$ cat config.mk
export PLATFORM = sky130hd
export DESIGN_NAME = spcb_top
export DESIGN_NICKNAME = d
export VERILOG_FILES = /design/src/spcb_pkg.sv /design/src/spcb_top.sv
export VERILOG_INCLUDE_DIRS = /design/src /design/src/src
export SDC_FILE = /design/constraint.sdc
export NUM_CORES = 1
export LEC_CHECK = 0
export BUFFER_PORTS_ARGS = -buffer_cell sky130_fd_sc_hd__buf_2
export CAP_MARGIN = 20
export CELL_PAD_IN_SITES_DETAIL_PLACEMENT = 0
export CELL_PAD_IN_SITES_GLOBAL_PLACEMENT = 1
export CORE_MARGIN = 4
export CORE_UTILIZATION = 49
export CTS_CLUSTER_DIAMETER = 100
export DETAILED_ROUTE_END_ITERATION = 12
export PLACE_DENSITY_LB_ADDON = 0.1
export RECOVER_POWER = 50
export SETUP_SLACK_MARGIN = 0.15
export SYNTH_ARGS = -nofsm -noshare
export SYNTH_HDL_FRONTEND = slang
export SYNTH_SLANG_ARGS = --single-unit
$ cat constraint.sdc
create_clock -name clk -period 5.18 [get_ports clk]
set_input_delay 0.259 -clock clk [delete_from_list [all_inputs] [get_ports clk]]
set_output_delay 0.259 -clock clk [all_outputs]
set_load 0.02 [all_outputs]
$ cat src/spcb_defs.svh
// Register offsets, field positions, write masks and constants of the serial port control block
`ifndef SPCB_DEFS_SVH
`define SPCB_DEFS_SVH
`define SPCB_AW 3
`define SPCB_OFF_TXC 3'h0
`define SPCB_OFF_RXC 3'h1
`define SPCB_OFF_BDC 3'h2
`define SPCB_OFF_DLO 3'h3
`define SPCB_OFF_DHI 3'h4
`define SPCB_OFF_RXB 3'h5
`define SPCB_OFF_TXB 3'h6
`define B_CLOCK_SOURCE_SELECT 7
`define B_TX9 6
`define B_TRANSMITTER_ENABLE 5
`define B_SYNC 4
`define B_BRK 3
`define B_HIGH_SPEED_BAUD_SELECT 2
`define B_SHIFT_REGISTER_EMPTY_FLAG 1
`define B_NINTH_TRANSMIT_BIT 0
`define B_PORT_ENABLE 7
`define B_RX9 6
`define B_SINGLE_RECEIVE_ENABLE 5
`define B_CONTINUOUS_RECEIVE_ENABLE 4
`define B_ADEN 3
`define B_FRAMING_ERROR_FLAG 2
`define B_OVERRUN_ERROR_FLAG 1
`define B_NINTH_RECEIVE_BIT 0
`define B_ABOV 7
`define B_IDLE 6
`define B_RXP 5
`define B_TXP 4
`define B_WIDE 3
`define B_WUE 1
`define B_ABD 0
`define SPCB_TXC_WMASK 8'hfd
`define SPCB_RXC_WMASK 8'hf8
`define SPCB_BDC_WMASK 8'h3b
`define SPCB_MUL_A8L 8'h40
`define SPCB_MUL_A8H 8'h10
`define SPCB_MUL_A16L 8'h10
`define SPCB_MUL_A16H 8'h04
`define SPCB_MUL_SYN 8'h04
`endif

$ cat src/spcb_pkg.sv
// Types for the serial port control block
package spcb_pkg;
  typedef enum logic [1:0] {
    SPCB_IDLE  = 2'b00,
    SPCB_START = 2'b01,
    SPCB_DATA  = 2'b10,
    SPCB_STOP  = 2'b11
  } spcb_st_e;
  typedef enum logic [1:0] {
    SPCB_TI = 2'b00,
    SPCB_TS = 2'b01,
    SPCB_TD = 2'b10,
    SPCB_TP = 2'b11
  } spcb_tst_e;
endpackage

$ cat src/spcb_top.sv
// Serial port control, status and baud generator with a simple shifter
//
// Design decisions made here: the address map and strobed register access.
`include "spcb_defs.svh"
`timescale 1ns/1ps
`default_nettype none
module spcb_top
  import spcb_pkg::*;
#(
  parameter int ABD_MAX = 65535
) (
  input  wire logic       clk,       // System clock, 25 MHz
  input  wire logic       rst,       // Asynchronous reset, high
  input  wire logic [2:0] addr,      // Register index
  input  wire logic [7:0] wdata,     // Write data
  input  wire logic       wr,        // Write strobe
  input  wire logic       rd,        // Read strobe
  output logic      [7:0] rdata,     // Read data, cycle after rd
  input  wire logic       rxd_i,     // Receive/data pin level
  output logic            rxd_o,     // Data pin drive (sync transmit)
  output logic            rxd_oe_n,  // Data pin enable, low drives
  input  wire logic       ck_i,      // Transmit/clock pin level
  output logic            ck_o,      // Transmit/clock pin drive
  output logic            ck_oe_n,   // Clock pin enable, low drives
  output logic            rx_flag,   // Receive interrupt flag level
  output logic            baud_tick  // Baud timer tick pulse
);
  initial begin
    if (ABD_MAX < 2 || ABD_MAX > 65535) $error("ABD_MAX out of range");
  end

  typedef struct packed {
    logic [7:0] txc, rxc, bdc, dlo, dhi;
    logic [15:0] cnt;
    logic [7:0] pre;
    logic [2:0] rs;
    logic       rxl;
    spcb_st_e   rst_s;
    logic [3:0] rbit;
    logic [8:0] rsh;
    logic [7:0] rbuf;
    logic       rfull, rf9, rfe;
    spcb_tst_e  tst;
    logic [3:0] tbit;
    logic [9:0] tsh;
    logic [7:0] tbuf;
    logic       tfull, tbrk;
    logic       txo, cko, dto;
    logic [15:0] abdc;
    logic [1:0] abdst;
    logic [7:0] rdata;
    logic       flag, tick;
  } spcb_s;
  spcb_s q_r, q_nxt;

  logic sync_m, en, in_l, tick_p, rx_on;
  logic [15:0] div, mul_v;
  always_comb begin
    sync_m = q_r.txc[`B_SYNC];
    en     = q_r.rxc[`B_PORT_ENABLE];
    div = q_r.bdc[`B_WIDE] ? {q_r.dhi, q_r.dlo} : {8'h00, q_r.dlo};
    // multiplier choice; HIGH_SPEED_BAUD_SELECT ignored in sync
    if (sync_m) mul_v = {8'h00, `SPCB_MUL_SYN};
    else if (q_r.bdc[`B_WIDE])
      mul_v = {8'h00, q_r.txc[`B_HIGH_SPEED_BAUD_SELECT] ? `SPCB_MUL_A16H : `SPCB_MUL_A16L};
    else mul_v = {8'h00, q_r.txc[`B_HIGH_SPEED_BAUD_SELECT] ? `SPCB_MUL_A8H : `SPCB_MUL_A8L};
    in_l   = q_r.rxl ^ q_r.bdc[`B_RXP];
    tick_p = (q_r.pre == 8'(mul_v - 16'd1)) && (q_r.cnt == div);
    // continuous enable, or master single receive
    rx_on  = q_r.rxc[`B_CONTINUOUS_RECEIVE_ENABLE] || (sync_m && q_r.txc[`B_CLOCK_SOURCE_SELECT] && q_r.rxc[`B_SINGLE_RECEIVE_ENABLE]);
  end

  // Next state: registers, baud timer, receiver, transmitter
  always_comb begin
    q_nxt = q_r;
    q_nxt.tick = 1'b0;
    q_nxt.rdata = 8'h00;
    // Three-stage filter; change counts when stages two and three agree
    q_nxt.rs = {q_r.rs[1:0], rxd_i};
    if (q_r.rs[2] == q_r.rs[1]) q_nxt.rxl = q_r.rs[2];
    if (q_r.pre == 8'(mul_v - 16'd1)) begin
      q_nxt.pre = 8'h00;
      q_nxt.cnt = (q_r.cnt == div) ? 16'h0000 : q_r.cnt + 16'd1;
    end else q_nxt.pre = q_r.pre + 8'd1;
    if (tick_p) q_nxt.tick = 1'b1;
    // Register reads
    if (rd) begin
      case (addr)
        `SPCB_OFF_TXC: q_nxt.rdata = q_r.txc;
        `SPCB_OFF_RXC: q_nxt.rdata = q_r.rxc;
        `SPCB_OFF_BDC: q_nxt.rdata = q_r.bdc;
        `SPCB_OFF_DLO: q_nxt.rdata = q_r.dlo;
        `SPCB_OFF_DHI: q_nxt.rdata = q_r.dhi;
        `SPCB_OFF_RXB: begin
          q_nxt.rdata = q_r.rbuf;
          q_nxt.rfull = 1'b0;
        end
        default: q_nxt.rdata = 8'h00;
      endcase
    end
    // Register writes; status bits are masked
    if (wr) begin
      case (addr)
        `SPCB_OFF_TXC: q_nxt.txc = (wdata & `SPCB_TXC_WMASK) | (q_r.txc & ~`SPCB_TXC_WMASK);
        `SPCB_OFF_RXC: q_nxt.rxc = (wdata & `SPCB_RXC_WMASK) | (q_r.rxc & ~`SPCB_RXC_WMASK);
        `SPCB_OFF_BDC: q_nxt.bdc = (wdata & `SPCB_BDC_WMASK) | (q_r.bdc & ~`SPCB_BDC_WMASK);
        `SPCB_OFF_DLO: q_nxt.dlo = wdata;
        `SPCB_OFF_DHI: q_nxt.dhi = wdata;
        `SPCB_OFF_TXB: if (!q_r.tfull) begin
          q_nxt.tbuf = wdata;
          q_nxt.tfull = 1'b1;
        end
        default: ;
      endcase
      if (addr == `SPCB_OFF_DLO || addr == `SPCB_OFF_DHI) begin
        q_nxt.cnt = 16'h0000;
        q_nxt.pre = 8'h00;
      end
    end
    q_nxt.flag = q_r.rfull;
    // wake-up: falling edge flags, rising edge clears
    if (!sync_m && q_r.bdc[`B_WUE]) begin
      if (q_r.rs[2] != q_r.rxl && q_r.rs[1] == q_r.rs[2]) begin
        if (!(q_r.rs[2] ^ q_r.bdc[`B_RXP])) q_nxt.flag = 1'b1;
        else q_nxt.bdc[`B_WUE] = 1'b0;
      end
    end
    // auto-baud: time a low pulse of the start bit
    else if (!sync_m && q_r.bdc[`B_ABD]) begin
      case (q_r.abdst)
        2'd0: if (!in_l) begin
          q_nxt.abdst = 2'd1;
          q_nxt.abdc = 16'h0000;
        end
        2'd1: begin
          if (q_r.abdc == 16'(ABD_MAX)) begin
            q_nxt.bdc[`B_ABOV] = 1'b1;
            q_nxt.abdst = 2'd2;
          end else q_nxt.abdc = q_r.abdc + 16'd1;
          if (in_l) begin
            q_nxt.dlo = q_r.abdc[7:0];
            q_nxt.dhi = q_r.abdc[15:8];
            q_nxt.abdst = 2'd2;
          end
        end
        default: begin
          q_nxt.bdc[`B_ABD] = 1'b0;
          q_nxt.abdst = 2'd0;
        end
      endcase
    end
    // Receiver, advanced on baud ticks
    else if (rx_on && tick_p) begin
      case (q_r.rst_s)
        SPCB_IDLE: if (!in_l) begin
          // Start already sampled on this tick; the next tick lands in data bit 0
          q_nxt.rst_s = SPCB_DATA;
          q_nxt.rbit = 4'h0;
          q_nxt.bdc[`B_IDLE] = sync_m ? q_r.bdc[`B_IDLE] : 1'b0;
        end
        SPCB_START: q_nxt.rst_s = SPCB_DATA;
        SPCB_DATA: begin
          q_nxt.rsh = {in_l, q_r.rsh[8:1]};
          q_nxt.rbit = q_r.rbit + 4'h1;
          if (q_r.rbit == (q_r.rxc[`B_RX9] ? 4'h8 : 4'h7)) q_nxt.rst_s = SPCB_STOP;
        end
        default: begin
          q_nxt.rst_s = SPCB_IDLE;
          q_nxt.bdc[`B_IDLE] = 1'b1;
          if (!(q_r.rxc[`B_RX9] && q_r.rxc[`B_ADEN] && !sync_m) || q_r.rsh[8]) begin
            if (q_r.rfull) q_nxt.rxc[`B_OVERRUN_ERROR_FLAG] = 1'b1;
            else begin
              q_nxt.rfull = 1'b1;
              q_nxt.rbuf = q_r.rxc[`B_RX9] ? q_r.rsh[7:0] : q_r.rsh[8:1];
              q_nxt.rxc[`B_NINTH_RECEIVE_BIT] = q_r.rxc[`B_RX9] ? q_r.rsh[8] : 1'b0;
              q_nxt.rxc[`B_FRAMING_ERROR_FLAG] = !sync_m && !in_l;
            end
          end
          if (sync_m) q_nxt.rxc[`B_SINGLE_RECEIVE_ENABLE] = 1'b0;
        end
      endcase
    end
    // Transmitter; receive enables win in sync mode
    if (q_r.txc[`B_TRANSMITTER_ENABLE] && !(sync_m && rx_on) && tick_p) begin
      case (q_r.tst)
        SPCB_TI: if (q_r.tfull) begin
          q_nxt.tsh = {1'b1, q_r.txc[`B_NINTH_TRANSMIT_BIT], q_r.tbuf};
          q_nxt.tfull = 1'b0;
          q_nxt.tbrk = q_r.txc[`B_BRK] && !sync_m;
          q_nxt.tbit = 4'h0;
          q_nxt.tst = sync_m ? SPCB_TD : SPCB_TS;
          q_nxt.txc[`B_SHIFT_REGISTER_EMPTY_FLAG] = 1'b0;
        end
        SPCB_TS: begin
          q_nxt.txo = 1'b0;
          q_nxt.tst = SPCB_TD;
        end
        SPCB_TD: begin
          q_nxt.txo = q_r.tbrk ? 1'b0 : q_r.tsh[0];
          q_nxt.dto = q_r.tsh[0];
          q_nxt.tsh = {1'b1, q_r.tsh[9:1]};
          q_nxt.tbit = q_r.tbit + 4'h1;
          if (q_r.tbit == (q_r.txc[`B_TX9] ? 4'h8 : 4'h7)) q_nxt.tst = SPCB_TP;
        end
        default: begin
          q_nxt.txo = 1'b1;
          q_nxt.tst = SPCB_TI;
          q_nxt.txc[`B_SHIFT_REGISTER_EMPTY_FLAG] = 1'b1;
          q_nxt.txc[`B_BRK] = 1'b0;
        end
      endcase
    end
    // overrun cleared by clearing continuous enable, or by the port disable below; checked after the receiver
    if (!q_nxt.rxc[`B_CONTINUOUS_RECEIVE_ENABLE]) q_nxt.rxc[`B_OVERRUN_ERROR_FLAG] = 1'b0;
    if (sync_m && q_r.txc[`B_CLOCK_SOURCE_SELECT] && tick_p) q_nxt.cko = !q_r.cko;
    // port disabled holds receive and transmit state machines, buffer flags and status bits other than ABOV reset; baud timer keeps running
    if (!en) begin
      q_nxt.rst_s = SPCB_IDLE;
      q_nxt.tst = SPCB_TI;
      q_nxt.rfull = 1'b0;
      q_nxt.tfull = 1'b0;
      q_nxt.txc[`B_SHIFT_REGISTER_EMPTY_FLAG] = 1'b1;
      q_nxt.bdc[`B_IDLE] = 1'b1;
      q_nxt.rxc[2:0] = 3'h0;
      q_nxt.txo = 1'b1;
    end
  end

  // State register
  always_ff @(posedge clk or posedge rst) begin
    if (rst) begin
      q_r <= '0;
      q_r.txc <= 8'h02;
      q_r.bdc <= 8'h40;
      q_r.txo <= 1'b1;
      q_r.rs <= 3'h7;
      q_r.rxl <= 1'b1;
    end else begin
      q_r <= q_nxt;
    end
  end

  // Pin outputs from flip-flops; async idle level and sync edge
  always_ff @(posedge clk or posedge rst) begin
    if (rst) begin
      ck_o <= 1'b1;
      ck_oe_n <= 1'b1;
      rxd_o <= 1'b1;
      rxd_oe_n <= 1'b1;
    end else begin
      ck_o <= sync_m ? (q_nxt.cko ^ q_r.bdc[`B_TXP]) : (q_nxt.txo ^ q_r.bdc[`B_TXP]);
      ck_oe_n <= !(q_nxt.rxc[`B_PORT_ENABLE] && (!sync_m || q_r.txc[`B_CLOCK_SOURCE_SELECT]));
      rxd_o <= q_nxt.dto;
      rxd_oe_n <= !(q_nxt.rxc[`B_PORT_ENABLE] && sync_m && q_r.txc[`B_TRANSMITTER_ENABLE] && !rx_on);
    end
  end

  assign rdata = q_r.rdata;
  assign rx_flag = q_r.flag;
  assign baud_tick = q_r.tick;

  a_div_restart: assert property (@(posedge clk) disable iff (rst)
    wr && (addr == `SPCB_OFF_DLO) |=> q_r.cnt == 16'h0000) else $error("timer not restarted");
  a_shift_register_empty_flag_idle: assert property (@(posedge clk) disable iff (rst)
    (q_r.tst == SPCB_TI) && !q_r.tfull |-> q_r.txc[`B_SHIFT_REGISTER_EMPTY_FLAG]) else $error("empty flag wrong");
  a_overrun_error_flag_clear: assert property (@(posedge clk) disable iff (rst)
    !q_r.rxc[`B_CONTINUOUS_RECEIVE_ENABLE] |=> !q_r.rxc[`B_OVERRUN_ERROR_FLAG]) else $error("overrun not cleared");
  a_idle_flag: assert property (@(posedge clk) disable iff (rst)
    q_r.rst_s == SPCB_IDLE && !sync_m |-> q_r.bdc[`B_IDLE]) else $error("idle flag wrong");
  a_port_reset: assert property (@(posedge clk) disable iff (rst)
    !en |=> q_r.tst == SPCB_TI && !q_r.rfull) else $error("port not held");
  a_rd_data: assert property (@(posedge clk) disable iff (rst)
    rd && addr == `SPCB_OFF_DLO |=> rdata == $past(q_r.dlo)) else $error("read wrong");
  a_tick_rate: assert property (@(posedge clk) disable iff (rst)
    baud_tick |-> !$past(baud_tick)) else $error("tick back to back");
  a_sync_prio: assert property (@(posedge clk) disable iff (rst)
    sync_m && rx_on && q_r.tst == SPCB_TI |=> q_r.tst == SPCB_TI) else $error("tx ran");
  c_tx: cover property (@(posedge clk) q_r.tst == SPCB_TP);
  c_rx: cover property (@(posedge clk) q_r.rst_s == SPCB_STOP);
  c_ovr: cover property (@(posedge clk) q_r.rxc[`B_OVERRUN_ERROR_FLAG]);
endmodule
`default_nettype wire

-- After elaboration in Yosys (flattened, before gate mapping)
Cells that the tools add are included.
- $add $sub $neg: 6
- equality and inequality tests: 33
- muxes and demuxes: 104
- bitwise operators: 12
- reductions and logical operators: 56
- operator list (operator ; count):
    two-way mux 16 bit ; 8
    two-way mux 24 bit ; 4
    two-way mux 60 bit ; 1
    two-way mux 8 bit ; 7
    case mux 8 bit (6 select lines) ; 1
    two-way mux 1 bit ; 43
    two-way mux 9 bit ; 4
    two-way mux 17 bit ; 2
    adder 16 x 1 -> 16 bit (second input constant) ; 2
    case mux 16 bit (2 select lines) ; 1
    case mux 14 bit (2 select lines) ; 1
    two-way mux 7 bit ; 3
    logical AND 1 bit ; 19
    two-way mux 18 bit ; 1
    two-way mux 2 bit ; 9
    two-way mux 3 bit ; 6
    equality test 16 bit ; 1
    equality test 16 bit (second input constant) ; 1
    != test 3 bit (second input constant) ; 5
    AND reduction 5 bit ; 3
    two-way mux 4 bit ; 3
    != test 2 bit (second input constant) ; 6
    case mux 2 bit (3 select lines) ; 2
    AND reduction 3 bit ; 4
    35 further kinds ; 74
- register bits: 153
- input bits: 17
- output and inout bits: 14
- logic and storage cells: 247

-- Longest topological paths before layout
- depth in word-level cells: 16
- depth in mapped cells: 12
- gate-level depth less buffers: 10

-- Worst setup path after synthesis
OpenSTA, ideal clock, no wires.
- path type: reg2reg
- start: register q_r[130] (netlist name)
- end: register q_r[82] (netlist name)
- library setup time: 0.080 ns
- arrival: 2.554 ns
- data required time: 5.100 ns
- setup slack: 2.546 ns
- stages on the path, launching flop included: 11
- buffers on the path: 0
- period minus slack after synthesis: 2.634 ns
- path through: dfrtp_1 > ha_1 > nand2_1 > ha_1 > xor2_1 > nand4_2 > a211oi_4 > nand3_4 > a211o_4 > or3_1 > a21oi_1
- longest elaborated chain between the ends: 8
- elaborated cells on any way between the ends: 10
- those cells by class: add/sub: 1; eq/ne: 3; mux: 3; reduce/logical: 3
- RTL lines (what ; RTL line ; source):
    from (decl) ; spcb_top.sv:54 ; spcb_s q_r, q_nxt;
    from (signal assigned) ; spcb_top.sv:239 ; q_r <= q_nxt;
    two-way mux 7 bit ; spcb_top.sv:64 ; else if (q_r.bdc[`B_WIDE])
    two-way mux 7 bit ; spcb_top.sv:63 ; if (sync_m) mul_v = {8'h00, `SPCB_MUL_SYN};
    subtractor 8 x 1 -> 8 bit ; spcb_top.sv:68 ; tick_p = (q_r.pre == 8'(mul_v - 16'd1)) && (q_r.cnt == div);
    equality test 8 bit ; spcb_top.sv:68 ;
    logical AND 1 bit (*) ; spcb_top.sv:68 ;
    logical AND 1 bit (*) ; spcb_top.sv:153 ; else if (rx_on && tick_p) begin
    != test 2 x 1 -> 1 bit (no source line) (*) ; - ;
    AND reduction 5 bit (no source line) (*) ; - ;
Every way passes the cells marked *; elsewhere a longest branch is shown, timed or not.
A chain may end at the register's enable or synchronous reset.

-- Final worst setup path
- start: register q_r[147] (netlist name)
- end: register ck_o
- longest elaborated chain between the ends: 11
- elaborated cells on any way between the ends: 18
- those cells by class: add/sub: 1; eq/ne: 1; mux: 5; bitwise: 2; reduce/logical: 9
- RTL lines (what ; RTL line ; source):
    branches (longest 10 deep; another with subtractor 8 x 1 -> 8 bit) ; - ;
    two-way mux 1 bit (*) ; spcb_top.sv:251 ; ck_o <= sync_m ? (q_nxt.cko ^ q_r.bdc[`B_TXP]) : (q_nxt.txo ^ q_r.bdc[`B_TXP]);
    to (signal assigned) ; spcb_top.sv:251 ;
    to (decl) ; spcb_top.sv:23 ; output logic ck_o,
Mark *: on every way between the ends.

==> metrics.yaml <==
timing:
  fin_crit_sh_pct: 68.3
  setup_violations: 0
  relSlewSlack_pct: -63.6
  tightest_slew_ns: 2.45
  max_freq_ghz: 0.283
  drv_slew: 146
  fin_setup_tns_ns: 0
  rsz0062_at_grt: "no"
  min_period_ns: 3.54
  hold_violations: 0
  finalClockSkew_ns: 0.00645
synthesis:
  ys_types: 63
  synth_area_leader_cell: "dfrtp_1"
  synth_warnings: 0
  synth_top_area_share_pct: 44.9
  synth-async-reset-ratio_pct: 100
  synth_nets: 807
  ys_seq_elements: 152
  netlist_area_um2: 7860
  syn_avg_cell_area_um2: 10.1
  synth_sequential_area_ratio_pct: 48.6
  synth_cells: 776
  synth_area_leaders: "dfrtp_1, mux2i_1, mux2_2, nor2_1, nand2_1"
  synth_top_flop_cell: "dfrtp_1"
  synth_edf_count: 0
route:
  wl_per_cell_um: 18.2
  route.detailed.drc: 0
  drt_iter0_drc: 369
  drt-pass1-iter-count: 4
  wirelength_mm: 18.5
  ant_nets: 0
  vias: 5671
  viasPerCell: 5.55
worst_setup_path:
  required_ns: 5.52
  worstPathMaxFanout: 14
  cp-end-kind: "register"
  start_kind: "register"
  cp_data_arrival_time_ns: 3.88
  path_class: "reg2reg"
die:
  initial_utilization_pct: 49.7
  die_w_um: 135
  rows: 46
  io_pins: 31
  dieArea_um2: 18100
  die_h_um: 135
  coreArea_um2: 15800
pwr:
  ir_drop_mv: 0.243
  leakagePower_nw: 3.86
  power_density_nw_per_um2: 409
grt:
  first_global_vias: 5692
  grt_max_degree: 111
  grt_pass1_wl_mm: 30.6
  overflow: 0
  grt_use_total_pct: 21.6
  antenna_found_initial: 0
placed_design:
  hpwl_mm: 13.2
  dp_cells: 985
  numPortBuffers: 29
  routabilityCongestion: 0.923
cts:
  insertion_delay_ns: 0.42
  clkSinkCount: 152
  htreeDepth: 4
  cts_tree: "yes"
  cts_buffers: 17
  root_buffer: "clkbuf_16"
  cts_resized: 0
  clk_pin_slew_ns: 0.06
  ctsHoldBuffers: 1
  cts_buffer_depth: 2
  cts_setup_buffers: 0
min_path:
  hp-class: "in2reg"
layout:
  num_antenna_cells: 0
  layout_common_cells: "dfrtp_1, nor2_1, nand2_1, mux2i_1, a21oi_1"
  fin_cells: 1021
  nets: 823
  area_delta_synth_final_pct: 11.7
  final_common_cell: "dfrtp_1"
  drive_above_1_share_pct: 15.7
outcome:
  violations: "capacitance limit, slew limit"
  status: "finished, violations left"
flow_run:
  maxCapViolCount: 2
==> through the flow <==
stage	setup WS (ns)	hold slack (ns)	power (W)	instance area (µm²)	utilization [%]
floorplan	0.846	0.263	0.00205	7860	-
global placement	1.70	0.353	0.00225	8100	51.2
detailed placement	1.59	0.348	0.00227	8100	51.2
CTS	1.56	0.108	0.00363	8760	55.3
global route	1.40	0.160	0.00378	8770	55.4
finish	1.64	0.168	0.00359	8770	55.4
==> power by group <==
group          internal (W)  leakage (nW)  switching [W]
combinational      0.000290          1.57       0.000349
clock              0.000837         0.303       0.000501
sequential          0.00136          1.99       0.000254
==> critical path, stage by stage (launching register included) <==
cell and delay, ns:
dfrtp_1 0.75, inv_1 0.35, nand2_1 0.21, ha_1 0.26, xor2_1 0.18, nand4_2 0.20
a211oi_4 0.39, and4_1 0.50, mux2i_1 0.31, a22oi_1 0.11, xor2_1 0.21
==> Yosys cell counts, drive strengths merged (3+ instances only) <==
cell and instances:
dfrtp 141, o21ai 34, mux2i 42, nand2 78, nor2 103, and2 11
buf 19, a22oi 8, a31oi 14, clkbuf 18, mux2 35, nand3 28
inv 14, dfstp 11, or3 5, a21o 3, xnor2 20, ha 14
nand2b 5, o21a 3, nor3b 4, nor2b 8, mux4 3, and4 4
o221ai 4, nor3 8, a211oi 4, or2 4, nand4b 8, and3 11
nand4 17, o22ai 5, xor2 32, a21oi 37
==> flip-flops by register name, indices dropped and copies added, names as in the netlist <==
signal and flops:
ck_o 1, rxd_oe_n 1, q_nxt 2, rdata 8, q_r 135, baud_tick 1, rxd_o 1, rx_flag 1
en 1, ck_oe_n 1
==> per-layer routing <==
metal / part of all wire, % / track usage (%) / wire [µm]
met5: 0 / 0 / 0
met3: 3.7 / 3.95 / 682
met1: 47 / 30.9 / 8630
met4: 2.6 / 7.81 / 491
met2: 47 / 33.2 / 8740
==> final cells by class <==
class	instances	area (µm²)
multi-input combinational	571	3800
sequential	152	3820
clock inverter	13	190
fill	1398	7050
inverter	16	61.3
timing repair buffer	34	184
tap	216	270
clock buffer	19	453
==> cells by family (layout without fill, tap and decap cells) <==
kind of cell    after synthesis  in the layout  share of synthesized area [%]
buf+inv                      53             82                           3.09
fa+ha+maj                    14             14                           2.23
xor+xnor                     52             52                           5.80
flops                       152            152                           48.6
compound gates              126            126                           10.3
simple gates                299            299                           18.8
mux                          80             80                           11.2
==> path summary, 6_finish.rpt <==
check	start	to	slack [ns]	cells past startpoint
max	q_r[147]$_DFFE_PP0P_	ck_o$_DFF_PP1_	1.64	10
min	wdata[2]	q_r[121]$_DFF_PP0_	0.17	3
max reg2reg	q_r[147]$_DFFE_PP0P_	ck_o$_DFF_PP1_	1.64	10
min reg2reg	q_nxt[85]$_DFF_PP1_	q_nxt[86]$_DFF_PP1_	0.36	0
max in group asynchronous	rst	q_r[81]$_DFFE_PP0P_	2.15	4
min in group asynchronous	rst	q_r[24]$_DFFE_PP0P_	0.35	3
(Power assumes the default switching activity.)
